## src/rtl/pmbus_cmd_pkg.sv

```systemverilog
// shared codes, limits, defaults and types of the power command register set
//
// Contract
// - output enable byte, default 0x80
// - on/off source byte, 0x1d or 0x1f
// - clear-faults command clears set fault bits
// - store-all copies working values into flash
// - restore-all reloads working values from flash
// - host never restores while converter runs
// - output format byte always reads 0x14
// - setpoint word, exponent -12, 9.6..13.2 V
// - frequency word, exponent -2, 120..140 kHz
// - lockout turn-on word, default 34 V
// - lockout turn-off word, exponent -3, 32 V
// - turn-on threshold exceeds turn-off by 2 V
// - overvoltage fault above setpoint and warning; checked on writes only, fault and warning both reset to 0xf000
// - overvoltage action byte, default 0xb8
// - overcurrent fault word, above warning limit
// - overcurrent action byte, default 0xf8
// - overcurrent warning word, 10..45 A
// - overtemperature fault above warning, exponent -2
// - overtemperature action byte, default 0xb8
// - input overvoltage word, 48..110 V
// - good-output levels, assert 1.6 V above negate
// - turn-on delay word, exponent -1, 5..500 ms
package pmbus_cmd_pkg;

  // command codes
  localparam logic [7:0] CMD_OUT_EN  = 8'h01, CMD_ONOFF  = 8'h02;
  localparam logic [7:0] CMD_CLR     = 8'h03, CMD_STORE  = 8'h11;
  localparam logic [7:0] CMD_RESTORE = 8'h12, CMD_FMT    = 8'h20;
  localparam logic [7:0] CMD_VSET    = 8'h21, CMD_FSW    = 8'h33;
  localparam logic [7:0] CMD_UV_ON   = 8'h35, CMD_UV_OFF = 8'h36;
  localparam logic [7:0] CMD_OV_F    = 8'h40, CMD_OV_ACT = 8'h41;
  localparam logic [7:0] CMD_OV_W    = 8'h42, CMD_OC_F   = 8'h46;
  localparam logic [7:0] CMD_OC_ACT  = 8'h47, CMD_OC_W   = 8'h4a;
  localparam logic [7:0] CMD_OT_F    = 8'h4f, CMD_OT_ACT = 8'h50;
  localparam logic [7:0] CMD_OT_W    = 8'h51, CMD_VIN_OV = 8'h55;
  localparam logic [7:0] CMD_PG_ON   = 8'h5e, CMD_PG_OFF = 8'h5f;
  localparam logic [7:0] CMD_TON     = 8'h60;
  // host-side status register, outside the command space
  localparam logic [7:0] HOST_STAT_ADDR = 8'hf0;

  // storage slots of the working and flash arrays
  localparam int unsigned NREG = 19;
  localparam logic [4:0] IX_OUT_EN = 5'h00, IX_ONOFF  = 5'h01;
  localparam logic [4:0] IX_VSET   = 5'h02, IX_FSW    = 5'h03;
  localparam logic [4:0] IX_UV_ON  = 5'h04, IX_UV_OFF = 5'h05;
  localparam logic [4:0] IX_OV_F   = 5'h06, IX_OV_ACT = 5'h07;
  localparam logic [4:0] IX_OV_W   = 5'h08, IX_OC_F   = 5'h09;
  localparam logic [4:0] IX_OC_ACT = 5'h0a, IX_OC_W   = 5'h0b;
  localparam logic [4:0] IX_OT_F   = 5'h0c, IX_OT_ACT = 5'h0d;
  localparam logic [4:0] IX_OT_W   = 5'h0e, IX_VIN_OV = 5'h0f;
  localparam logic [4:0] IX_PG_ON  = 5'h10, IX_PG_OFF = 5'h11;
  localparam logic [4:0] IX_TON    = 5'h12;

  // field positions and masks
  localparam int unsigned OUT_EN_BIT = 7;
  localparam int unsigned ONOFF_PIN_NEED = 4, ONOFF_CMD_USE = 3;
  localparam int unsigned ONOFF_PIN_USE = 2, ONOFF_POL = 1;
  localparam logic [15:0] MASK_OUT_EN = 16'h0080, MASK_ONOFF = 16'h001f;
  localparam logic [15:0] MASK_BYTE = 16'h00ff, MASK_WORD = 16'hffff;
  localparam logic [7:0]  FMT_VAL = 8'h14;
  // five-bit exponent fields of the 11-bit mantissa formats
  localparam logic [4:0] EXP_M1 = 5'h1f, EXP_M2 = 5'h1e;
  localparam logic [4:0] EXP_M3 = 5'h1d, EXP_M4 = 5'h1c;

  // reset values
  localparam logic [15:0] OUT_EN_DEF = 16'h0080;
  localparam logic [15:0] ONOFF_NEG_DEF = 16'h001d, ONOFF_POS_DEF = 16'h001f;
  localparam logic [15:0] ACT_OV_DEF = 16'h00b8, ACT_OC_DEF = 16'h00f8;
  localparam logic [15:0] ACT_OT_DEF = 16'h00b8;
  localparam logic [15:0] VSET_DEF = 16'hc000, FSW_DEF = 16'hf208;
  localparam logic [15:0] UV_ON_DEF = 16'he910, UV_OFF_DEF = 16'he900;
  localparam logic [15:0] OV_F_DEF = 16'hf000, OV_W_DEF = 16'hf000;
  localparam logic [15:0] OC_F_DEF = 16'he360, OC_W_DEF = 16'he2d0;
  localparam logic [15:0] OT_F_DEF = 16'hf1f4, OT_W_DEF = 16'hf1cc;
  localparam logic [15:0] VIN_OV_DEF = 16'heb70, TON_DEF = 16'hf80e;
  localparam logic [15:0] PG_ON_DEF = 16'hb000, PG_OFF_DEF = 16'h9000;

  // limits: whole word for output-voltage words, mantissa otherwise
  localparam logic [15:0] VSET_LO = 16'h999a, VSET_HI = 16'hd333;
  localparam logic [15:0] FSW_LO = 16'h01e0, FSW_HI = 16'h0230;
  localparam logic [15:0] UV_LO = 16'h0100, UV_HI = 16'h0170;
  localparam logic [15:0] OV_LO = 16'hb000, OV_HI = 16'hffff;
  localparam logic [15:0] OC_F_LO = 16'h0140, OC_F_HI = 16'h03c0;
  localparam logic [15:0] OC_W_LO = 16'h00a0, OC_W_HI = 16'h02d0;
  localparam logic [15:0] OT_F_LO = 16'h0064, OT_F_HI = 16'h0230;
  localparam logic [15:0] OT_W_LO = 16'h0064, OT_W_HI = 16'h01f4;
  localparam logic [15:0] VIN_OV_LO = 16'h0180, VIN_OV_HI = 16'h0370;
  localparam logic [15:0] PG_LO = 16'h819a, PG_HI = 16'hd333;
  localparam logic [15:0] TON_LO = 16'h000a, TON_HI = 16'h03e8;
  localparam logic [15:0] UV_HYST = 16'h0010, PG_HYST = 16'h199a;

  localparam int unsigned FAULT_W = 8;

  typedef logic [NREG-1:0][15:0] reg_array_t;

  // working values after reset, on/off slot holding the negative build
  localparam reg_array_t RAM_DEF = {TON_DEF, PG_OFF_DEF, PG_ON_DEF,
    VIN_OV_DEF, OT_W_DEF, ACT_OT_DEF, OT_F_DEF, OC_W_DEF, ACT_OC_DEF,
    OC_F_DEF, OV_W_DEF, ACT_OV_DEF, OV_F_DEF, UV_OFF_DEF, UV_ON_DEF,
    FSW_DEF, VSET_DEF, ONOFF_NEG_DEF, OUT_EN_DEF};

  typedef struct packed {
    logic        ok;
    logic [4:0]  idx;
    logic [15:0] mask;
    logic        lin;
    logic [4:0]  expo;
    logic [15:0] lo;
    logic [15:0] hi;
  } reg_desc_t;

  // decode of a stored command: slot, mask, format and limits
  function automatic reg_desc_t reg_desc(input logic [7:0] code);
    reg_desc_t d;
    d = '0;
    case (code)
      CMD_OUT_EN: d = '{1'b1, IX_OUT_EN, MASK_OUT_EN, 1'b0, 5'h00, '0, OV_HI};
      CMD_ONOFF:  d = '{1'b1, IX_ONOFF, MASK_ONOFF, 1'b0, 5'h00, '0, OV_HI};
      CMD_VSET:   d = '{1'b1, IX_VSET, MASK_WORD, 1'b0, 5'h00, VSET_LO,
                        VSET_HI};
      CMD_FSW:    d = '{1'b1, IX_FSW, MASK_WORD, 1'b1, EXP_M2, FSW_LO, FSW_HI};
      CMD_UV_ON:  d = '{1'b1, IX_UV_ON, MASK_WORD, 1'b1, EXP_M3, UV_LO, UV_HI};
      CMD_UV_OFF: d = '{1'b1, IX_UV_OFF, MASK_WORD, 1'b1, EXP_M3, UV_LO,
                        UV_HI};
      CMD_OV_F:   d = '{1'b1, IX_OV_F, MASK_WORD, 1'b0, 5'h00, OV_LO, OV_HI};
      CMD_OV_ACT: d = '{1'b1, IX_OV_ACT, MASK_BYTE, 1'b0, 5'h00, '0, OV_HI};
      CMD_OV_W:   d = '{1'b1, IX_OV_W, MASK_WORD, 1'b0, 5'h00, OV_LO, OV_HI};
      CMD_OC_F:   d = '{1'b1, IX_OC_F, MASK_WORD, 1'b1, EXP_M4, OC_F_LO,
                        OC_F_HI};
      CMD_OC_ACT: d = '{1'b1, IX_OC_ACT, MASK_BYTE, 1'b0, 5'h00, '0, OV_HI};
      CMD_OC_W:   d = '{1'b1, IX_OC_W, MASK_WORD, 1'b1, EXP_M4, OC_W_LO,
                        OC_W_HI};
      CMD_OT_F:   d = '{1'b1, IX_OT_F, MASK_WORD, 1'b1, EXP_M2, OT_F_LO,
                        OT_F_HI};
      CMD_OT_ACT: d = '{1'b1, IX_OT_ACT, MASK_BYTE, 1'b0, 5'h00, '0, OV_HI};
      CMD_OT_W:   d = '{1'b1, IX_OT_W, MASK_WORD, 1'b1, EXP_M2, OT_W_LO,
                        OT_W_HI};
      CMD_VIN_OV: d = '{1'b1, IX_VIN_OV, MASK_WORD, 1'b1, EXP_M3, VIN_OV_LO,
                        VIN_OV_HI};
      CMD_PG_ON:  d = '{1'b1, IX_PG_ON, MASK_WORD, 1'b0, 5'h00, PG_LO, PG_HI};
      CMD_PG_OFF: d = '{1'b1, IX_PG_OFF, MASK_WORD, 1'b0, 5'h00, PG_LO, PG_HI};
      CMD_TON:    d = '{1'b1, IX_TON, MASK_WORD, 1'b1, EXP_M1, TON_LO, TON_HI};
      default:    d = '0;
    endcase
    return d;
  endfunction : reg_desc

endpackage : pmbus_cmd_pkg

```

## src/rtl/pmbus_cmd_if.sv

```systemverilog
// command link between the host controller and the command register set
`timescale 1ns/1ns
interface pmbus_cmd_if;
  logic [7:0]  cmd;    // command code
  logic [15:0] wdata;  // write word, bytes in the low half
  logic        wr;     // write strobe
  logic        rd;     // read strobe
  logic        send;   // send-byte strobe
  logic [15:0] rdata;  // read answer, stands until the next accepted read
  logic        ack;    // accepted, one cycle after the strobe
  logic        nak;    // refused, one cycle after the strobe

  modport dev (input cmd, wdata, wr, rd, send, output rdata, ack, nak);
  modport host (output cmd, wdata, wr, rd, send, input rdata, ack, nak);
endinterface : pmbus_cmd_if

```

## src/rtl/pmbus_cmd_dev.sv

```systemverilog
// command register set of the converter: storage, checks, flash copy, faults
//
// The address-and-strobe port is this design's own decision.
`timescale 1ns/1ns
module pmbus_cmd_dev #(
  parameter bit POS_LOGIC = 1'b0
) (
  input  wire logic                              core_clk,
  input  wire logic                              rst_b,
  pmbus_cmd_if.dev                               link,
  input  wire logic [pmbus_cmd_pkg::FAULT_W-1:0] fault_evt,
  input  wire logic                              running,
  input  wire logic                              on_pin,
  output logic                                   run_enable,
  output pmbus_cmd_pkg::reg_array_t              cfg,
  output logic [pmbus_cmd_pkg::FAULT_W-1:0]      fault_status,
  output logic                                   cml_err
);
  import pmbus_cmd_pkg::*;

  //////////////////////////////////////////////////////////////////////////
  // state and reset value

  typedef struct packed {
    reg_array_t           ram;
    reg_array_t           flash;
    logic [FAULT_W-1:0]   fault;
    logic                 cml;
    logic [15:0]          rdata;
    logic                 ack;
    logic                 nak;
    logic                 run;
  } dev_state_t;

  // on/off default follows the pin polarity of the build
  localparam logic [15:0] ONOFF_RST = POS_LOGIC ? ONOFF_POS_DEF
                                                : ONOFF_NEG_DEF;
  localparam reg_array_t RAM_RST = {RAM_DEF[NREG-1:2], ONOFF_RST,
                                    RAM_DEF[0]};

  dev_state_t  st_ff;
  dev_state_t  nxt_st;
  reg_desc_t   desc;
  reg_array_t  cand;
  logic [15:0] wval;
  logic [15:0] cmpval;
  logic        in_rng;
  logic        order_ok;
  logic        pin_on;
  logic        cmd_on;

  //////////////////////////////////////////////////////////////////////////
  // decode, range check and candidate array for a write

  always_comb begin
    desc   = reg_desc(link.cmd);
    wval   = link.wdata & desc.mask;
    // mantissa formats compare only the low 11 bits
    cmpval = desc.lin ? {5'h00, wval[10:0]} : wval;
    in_rng = desc.ok && (cmpval >= desc.lo) && (cmpval <= desc.hi) &&
             (!desc.lin || (wval[15:11] == desc.expo));
    for (int i = 0; i < NREG; i++) begin
      cand[i] = (desc.idx == 5'(i)) ? wval : st_ff.ram[i];
    end
  end

  // ordering between related limits, checked only when one of them moves
  always_comb begin
    order_ok = 1'b1;
    if ((desc.idx == IX_OV_F || desc.idx == IX_VSET) &&
        !(cand[IX_OV_F] > cand[IX_VSET])) begin
      order_ok = 1'b0;
    end
    if ((desc.idx == IX_OV_F || desc.idx == IX_OV_W) &&
        !(cand[IX_OV_F] > cand[IX_OV_W])) begin
      order_ok = 1'b0;
    end
    if ((desc.idx == IX_OC_F || desc.idx == IX_OC_W) &&
        !(cand[IX_OC_F] > cand[IX_OC_W])) begin
      order_ok = 1'b0;
    end
    if ((desc.idx == IX_OT_F || desc.idx == IX_OT_W) &&
        !(cand[IX_OT_F] > cand[IX_OT_W])) begin
      order_ok = 1'b0;
    end
    if ((desc.idx == IX_UV_ON || desc.idx == IX_UV_OFF) &&
        !({1'b0, cand[IX_UV_ON]} >=
          {1'b0, cand[IX_UV_OFF]} + {1'b0, UV_HYST})) begin
      order_ok = 1'b0;
    end
    if ((desc.idx == IX_PG_ON || desc.idx == IX_PG_OFF) &&
        !({1'b0, cand[IX_PG_ON]} >=
          {1'b0, cand[IX_PG_OFF]} + {1'b0, PG_HYST})) begin
      order_ok = 1'b0;
    end
  end

  //////////////////////////////////////////////////////////////////////////
  // start decision from the on/off source configuration

  always_comb begin
    // pin level after polarity, then each source may be ignored
    pin_on = st_ff.ram[IX_ONOFF][ONOFF_POL] ? on_pin : !on_pin;
    pin_on = pin_on || !st_ff.ram[IX_ONOFF][ONOFF_PIN_USE];
    cmd_on = st_ff.ram[IX_OUT_EN][OUT_EN_BIT] ||
             !st_ff.ram[IX_ONOFF][ONOFF_CMD_USE];
  end

  //////////////////////////////////////////////////////////////////////////
  // next state: reads, writes, send-byte commands, fault flags

  always_comb begin
    nxt_st     = st_ff;
    nxt_st.ack = 1'b0;
    nxt_st.nak = 1'b0;
    // new fault events always land, even beside a clear
    nxt_st.fault = st_ff.fault | fault_evt;
    nxt_st.run = !st_ff.ram[IX_ONOFF][ONOFF_PIN_NEED] ||
                 (pin_on && cmd_on);
    if (link.rd) begin
      if (link.cmd == CMD_FMT) begin
        nxt_st.rdata = {8'h00, FMT_VAL};
        nxt_st.ack   = 1'b1;
      end else if (desc.ok) begin
        nxt_st.rdata = st_ff.ram[desc.idx];
        nxt_st.ack   = 1'b1;
      end else begin
        nxt_st.nak = 1'b1;
      end
    end else if (link.wr) begin
      if (in_rng && order_ok) begin
        nxt_st.ram[desc.idx] = wval;
        nxt_st.ack           = 1'b1;
      end else begin
        nxt_st.nak = 1'b1;
      end
    end else if (link.send) begin
      case (link.cmd)
        CMD_CLR: begin
          nxt_st.fault = fault_evt;
          nxt_st.cml   = 1'b0;
          nxt_st.ack   = 1'b1;
        end
        CMD_STORE: begin
          nxt_st.flash = st_ff.ram;
          nxt_st.ack   = 1'b1;
        end
        CMD_RESTORE: begin
          if (running) begin
            nxt_st.nak = 1'b1;
          end else begin
            nxt_st.ram = st_ff.flash;
            nxt_st.ack = 1'b1;
          end
        end
        default: begin
          nxt_st.nak = 1'b1;
        end
      endcase
    end
    // a refused access raises the communication error flag
    if (nxt_st.nak) begin
      nxt_st.cml = 1'b1;
    end
  end

  //////////////////////////////////////////////////////////////////////////
  // state register; flash starts out holding the reset values

  always_ff @(posedge core_clk or negedge rst_b) begin
    if (!rst_b) begin
      st_ff <= '{ram: RAM_RST, flash: RAM_RST, default: '0};
    end else begin
      st_ff <= nxt_st;
    end
  end

  //////////////////////////////////////////////////////////////////////////
  // outputs

  assign link.rdata   = st_ff.rdata;
  assign link.ack     = st_ff.ack;
  assign link.nak     = st_ff.nak;
  assign cfg          = st_ff.ram;
  assign fault_status = st_ff.fault;
  assign cml_err      = st_ff.cml;
  assign run_enable   = st_ff.run;

endmodule : pmbus_cmd_dev

```

## src/flat_wrapper.sv

```systemverilog
// flat-port wrapper written by rule: the top's interface ports become plain ports
module pmbus_cmd_dev_flat import pmbus_cmd_pkg::*;
#(
  parameter bit POS_LOGIC = 1'b0
)
  (core_clk, rst_b, fault_evt, running, on_pin, run_enable, cfg, fault_status, cml_err, link_cmd, link_wdata, link_wr, link_rd, link_send, link_rdata, link_ack, link_nak);
  pmbus_cmd_if link_i ();
  input  wire logic core_clk;
  input  wire logic rst_b;
  input  wire logic [pmbus_cmd_pkg::FAULT_W-1:0] fault_evt;
  input  wire logic running;
  input  wire logic on_pin;
  output logic run_enable;
  output pmbus_cmd_pkg::reg_array_t cfg;
  output logic [pmbus_cmd_pkg::FAULT_W-1:0] fault_status;
  output logic cml_err;
  input wire logic [$bits(link_i.cmd)-1:0] link_cmd;
  input wire logic [$bits(link_i.wdata)-1:0] link_wdata;
  input wire logic [$bits(link_i.wr)-1:0] link_wr;
  input wire logic [$bits(link_i.rd)-1:0] link_rd;
  input wire logic [$bits(link_i.send)-1:0] link_send;
  output wire logic [$bits(link_i.rdata)-1:0] link_rdata;
  output wire logic [$bits(link_i.ack)-1:0] link_ack;
  output wire logic [$bits(link_i.nak)-1:0] link_nak;
  assign link_i.cmd = link_cmd;
  assign link_i.wdata = link_wdata;
  assign link_i.wr = link_wr;
  assign link_i.rd = link_rd;
  assign link_i.send = link_send;
  assign link_rdata = link_i.rdata;
  assign link_ack = link_i.ack;
  assign link_nak = link_i.nak;
  pmbus_cmd_dev #(.POS_LOGIC(POS_LOGIC)) u_core (.core_clk(core_clk), .rst_b(rst_b), .link(link_i), .fault_evt(fault_evt), .running(running), .on_pin(on_pin), .run_enable(run_enable), .cfg(cfg), .fault_status(fault_status), .cml_err(cml_err));
endmodule
```

## config.mk

```make
export PLATFORM = sky130hd
export DESIGN_NAME = pmbus_cmd_dev_flat
export DESIGN_NICKNAME = d
export VERILOG_FILES = /design/src/rtl/pmbus_cmd_pkg.sv /design/src/rtl/pmbus_cmd_if.sv /design/src/rtl/pmbus_cmd_dev.sv /design/src/flat_wrapper.sv
export SDC_FILE = /design/constraint.sdc
export NUM_CORES = 2
export LEC_CHECK = 0
export BUFFER_PORTS_ARGS = -buffer_cell sky130_fd_sc_hd__buf_2
export CAP_MARGIN = 20
export CORE_UTILIZATION = 50
export DETAILED_ROUTE_END_ITERATION = 10
export PLACE_DENSITY = 0.69
export SLEW_MARGIN = 40
export SYNTH_ARGS = -nofsm -noshare
export SYNTH_HDL_FRONTEND = slang
export SYNTH_SLANG_ARGS = --single-unit
```

## constraint.sdc

```tcl
create_clock -name core_clk -period 5.3 [get_ports core_clk]
set_clock_uncertainty 0.2 [all_clocks]
set_input_delay 0.265 -clock core_clk [delete_from_list [all_inputs] [get_ports core_clk]]
set_output_delay 0.265 -clock core_clk [all_outputs]
set_load 0.02 [all_outputs]
```

# == Word level (Yosys, flattened, before mapping) ==
# Index checks and enable logic that the tools add are counted.
# op_classes
addsub,2
order_cmp,10
eq_ne,39
muxes,48
bitwise_logic,4
n_reduce_logical,43
# op_table
operator,count
$mux W304,5
$pmux W60 S19,1
$mux W617,1
$bwmux W304,1
$mux W16,14
$eq A8 B7 Y1 const B,13
$bmux W16 S5,1
$demux W16 S5,1
$gt A16 B16 Y1,4
$eq A8 B6 Y1 const B,5
$ge A16 B17 Y1,2
$mux W17,2
$mux W9,3
$eq A5 B4 Y1 const B,5
$add A16 B13 Y17 const B,1
$add A16 B5 Y17 const B,1
$and A16 B16 Y16,1
$eq A8 B2 Y1 const B,2
$eq A8 B5 Y1 const B,2
$ge A16 B16 Y1,1
$le A16 B16 Y1,1
$eq A5 B3 Y1 const B,3
$mux W1,14
$logic_and A1 B1 Y1,12
other kinds (18),50
# word_totals
ff_bits,636
input_bits,39
out_inout_bits,332

# == Longest topological paths before layout ==
# depth
depth_word,19
ltp_mapped,30
mapped_depth_nobuf,22

# == Worst setup path before layout ==
# OpenSTA, ideal clock, no wires.
# synth_path
path_kind,input to register
startpoint,in link_cmd[7]
endpoint,"reg u_core.st_ff, in the netlist u_core.cfg[195]"
setup_time_ps,125
arrival_time_ps,5725
required_ps,4975
slack_ps,-749
stages,27
path_cell_list,buf_4 > nor2_1 > and3_1 > buf_2 > nor3_1 > nand3_1 > o21ai_1 > clkbuf_1 > o21ai_0 > ha_1 > nor2b_1 > nand2_1 > xor2_1 > nor2_1 > a21oi_1 > ha_1 > a21oi_1 > a21oi_1 > a2111oi_0 > a31oi_1 > o41a_1 > and4b_1 > and3_1 > buf_4 > a21oi_2 > buf_4 > mux2_2
# synth_via
elab_chain_len,16
word_cells_on_any_way,97
cone_classes,2 x add/sub; 10 x order compare; 33 x eq/ne; 24 x mux; 1 x bitwise; 27 x reduce/logical
# synth_lines
item,line,text
start: declaration,flat_wrapper.sv:17,input wire logic [$bits(link_i.cmd)-1:0] link_cmd;
"parallel branches: the longest is 16 deep, another holds $add A16 B5 Y17",n/a,
end signal: assignment,pmbus_cmd_dev.sv:174,st_ff <= nxt_st;
end: declaration,pmbus_cmd_dev.sv:41,dev_state_t st_ff;
# Parallel ways; which one is timed is not known. The select of a mux whose other input is x is not followed.
# A chain may end at the register's enable or synchronous reset.

# == Final worst setup path ==
# layout_path
startpoint,in link_cmd[4]
endpoint,"reg u_core.st_ff, in the netlist u_core.cfg[55]"
# Same word-level chain as after synthesis.

==> summary.md <==
| Metric | Value |
|---|---|
| RSZ-0062 raised after global routing | `false` |
| Initial Utilization | `50.59%` |
| Worst hold margin | `0.03057 ns` |
| H-tree levels | `3` |
| IO Count | `371` |
| Chip width | `282.2 um` |
| GP Congestion | `1.048` |
| Finished layout cell area | `45,810 um2` |
| Setup crit start kind | `input pin` |
| Die area | `79,630 um2` |
| Placed insts | `5,947` |
| Synth-to-Final Area Change | `16.69%` |
| Buf/Inv on CP | `6` |
| Placement Rows | `102` |
| Critical path data arrival time | `5.45 ns` |
| CTS tree | `built` |
| Root Driver | `clkbuf_16` |
| Synth area leader | `dfrtp_1` |
| Largest net degree at the start of global routing | `162` |
| CTS buffer count | `72` |
| Final hold violation count | `0` |
| Final slew viol count | `0` |
| DR pass1 iterations | `6` |
| Fmax | `194.2 MHz` |
| Via Count | `37,960` |
| Min Tclk post-route | `5.150 ns` |
| Vias per inst | `6.219` |
| Crit path max-delay family | `simple AND/OR/NAND/NOR gates` |
| Clock latency on the worst-skew pair | `0.66 ns` |
| Register area | `16,170 um2` |
| Layout cells sized above 1 | `26.34%` |
| Fin crit share | `97.17%` |
| Avg Inst Size Synth | `8.264 um2` |
| Clock sink count | `636` |
| GRT Residual Overflow | `0` |
| Synth top area cells | `dfrtp_1 28%, nand2_1 15%, dfstp_2 13%, buf_4 6.4%, ha_1 4.1%` |
| Library cells used by synthesis | `93` |
| Number of DRC markers in iteration 0 | `5,027` |
| Number of max-cap violations | `0` |
| Post-route DRC violation count | `0` |
| HP Class | `in2reg` |
| CP endpoint kind | `flop` |
| Total GRT Usage | `43.08%` |
| Status | `finished clean` |
| Clock transition at path regs | `0.06 ns` |
| Sequential fraction of the synthesis area | `41.18%` |
| Synth cell count leaders | `1,522 x nand2_1, 436 x dfrtp_1, 336 x buf_4` |
| Number of fill cells | `6,990` |
| CP Cell Sequence | `buf_2 -> and4b_1 -> mux2i_2 -> o211ai_2 -> or4_1 -> buf_12 -> buf_4 -> a31oi_1 -> nor2_1 -> a21o_1 -> a311oi_1 -> ha_1 -> and4_1 -> nand2b_1 -> nor4_2 -> nor4_1 -> buf_4 -> and2_1 -> buf_4 -> nor4_2 -> buf_4 -> nor2_1 -> o2bb2ai_1` |
| Relative slew margins | `40.04%` |
| Initial antenna violation count | `11` |
| Power per Cell Area | `304.7 nW/um2` |
| First-pass GRT wire length | `247,900 um` |
| Synth warn | `0` |
| Worst slack, placed | `-0.6829 ns` |
| Max clock buf depth | `3` |
| ANT nets after route | `0` |
| Wirelength, routed | `173,600 um` |
| Worst EP required | `5.60 ns` |
| Area of the multi-input gates | `19,310 um2` |
| Core Box Area | `77,590 um2` |
| Nets | `5,170` |
| Share of the synthesized area in the top cell type | `27.80%` |
| Slew @ Worst Pin | `0.8768 ns` |
| Height of the die | `282.2 um` |
| Top-count cell post-synth | `nand2_1` |
| Hpwl dp | `126,100 um` |
| Slowest stage cell, crit path | `nor2_1` |
| Synth Cell Area | `39,250 um2` |
| Non-filler cells, final | `6,103` |
| Syn_nets | `4,918` |
| Setup WS post-layout | `0.1499 ns` |
| Vias in the first global route | `35,600` |
| Maximum vdd drop | `396.8 uV` |
| FFs w/ async S/R, synth | `100.0%` |
| # setup viols final | `0` |
| Synth Flop Type | `dfrtp_1` |
| Pleak | `0.02207 uW` |
| Post-synthesis register bit count | `636` |
| Port-buffer cells | `370` |
| Critical path class | `in2reg` |
| CP most frequent cell | `buf_4` |
| WL/cell | `28.45 um` |
| Dpl cell area | `42,860 um2` |
| Crit path largest cell delay | `0.58 ns` |
| Post-synth EDFFs | `0` |
| Worst-path fanout max | `12` |
| Synth Instances | `4,750` |
metal layers:
metal  part of all wire, %  global-route usage, %  up-vias
li1                      -                      -    16510
met1                    40                  59.12    18500
met2                    42                  61.94     2408
met3                    11                  9.614      527
met4                   7.0                  26.04       12
met5                 0.040                      0        -
worst reg2reg max path: stages, from the launching register on:
cell and delay [ns]:
dfrtp_1 0.39, a211o_1 0.35, a31oi_2 0.39, a221oi_1 0.20
o21a_1 0.22, nor2_1 0.26, nor2b_1 0.10, xnor2_1 0.13
nand2_1 0.07, o21ai_0 0.08, ha_1 0.31, nand3_1 0.13
nand2b_1 0.18, nor4_2 0.19, nor4_1 0.13, buf_4 0.16
a2bb2oi_2 0.18, buf_4 0.15, nand3_4 0.09, buf_12 0.17
o31ai_4 0.35, buf_12 0.17, buf_4 0.17, mux2i_1 0.21
per-stage QoR:
| stage | TNS, ns | power, uW | utilization, % |
|---|---|---|---|
| 4_1_cts | 0 | 13890 | 58.73 |
| 2_1_floorplan | 0 | 7436 | - |
| 6_report | 0 | 13960 | 59.03 |
| 5_1_grt | 0 | 14340 | 59.03 |
| 3_3_place_gp | -139.21 | 8475 | 55.16 |
| 3_5_place_dp | -150.00 | 8493 | 55.24 |
flip-flops by register name (all words and copies together), names as in the netlist:
register,flops
u_core.cfg,304
u_core.st_ff,304
u_core.cml_err,1
u_core.run_enable,1
u_core.link.rdata,16
u_core.fault_status,8
u_core.link.ack,1
u_core.link.nak,1
worst paths after layout:
check	startpoint	to	slack, ns	depth (start not counted)
setup / recovery	link_cmd[4]	u_core.cfg[55]	0.15	23
hold / removal	link_wdata[1]	u_core.cfg[17]	0.03	4
setup reg to reg	u_core.cfg[273]	u_core.cfg[159]	0.25	23
hold reg to reg	u_core.st_ff[103]	u_core.st_ff[103]	0.25	2
max in group asynchronous	rst_b	u_core.cfg[246]	3.50	4
min in group asynchronous	rst_b	u_core.st_ff[97]	0.07	2
layout by cell type, fill, tap and decap left out, types with 61 or more instances in the layout:
cell type  netlist  routed
a21oi_1        245     244
a22o_1          66      66
buf_2           38     365
buf_4          336     404
clkbuf_16        0      74
dfrtp_1        436     436
dfstp_2        200     200
ha_1           129     127
inv_1           76      75
mux2_2          68      68
mux2i_1         61      61
nand2_1       1522    1518
nand3_1        165     162
nor2_1         174     167
o211ai_1        82      82
o21ai_0        211     206
kinds of logic (layout without fill, tap and decap cells):
group	count (synthesis)	after routing	share of synthesized area (%)
flops	636	636	41.18
xor+xnor	32	32	0.7140
mux	136	136	3.713
compound gates	1006	1006	17.86
simple gates	2064	2064	21.88
buf+inv	747	1058	10.53
other cells	0	2	0
fa+ha+maj	129	129	4.112
what timing repair did:
action / 4_1_cts / 5_1_grt
gates resized for setup: 1 / 23
hold buffers: 14 / 0
pin swaps: 0 / 9
setup buffers: 0 / 5
setup endpoints to repair: 5 / 305
hold endpoints to repair: 89 / 0
layout make-up:
cell class,instances,area share (%)
multi-input combinational,3367,42.16
sequential,636,35.29
timing repair buffer,846,13.45
clock buffer,105,4.625
tap,1040,2.841
clock inverter,28,0.9752
inverter,79,0.6501
antenna,2,0.01093
power by group:
group / total, uW / switching, uW / internal, uW
Sequential: 5800 / 563 / 5240
Clock: 5420 / 2210 / 3200
Combinational: 2740 / 1710 / 1030
Total: 14000 / 4490 / 9470
Power figures use the tool's default switching activity.
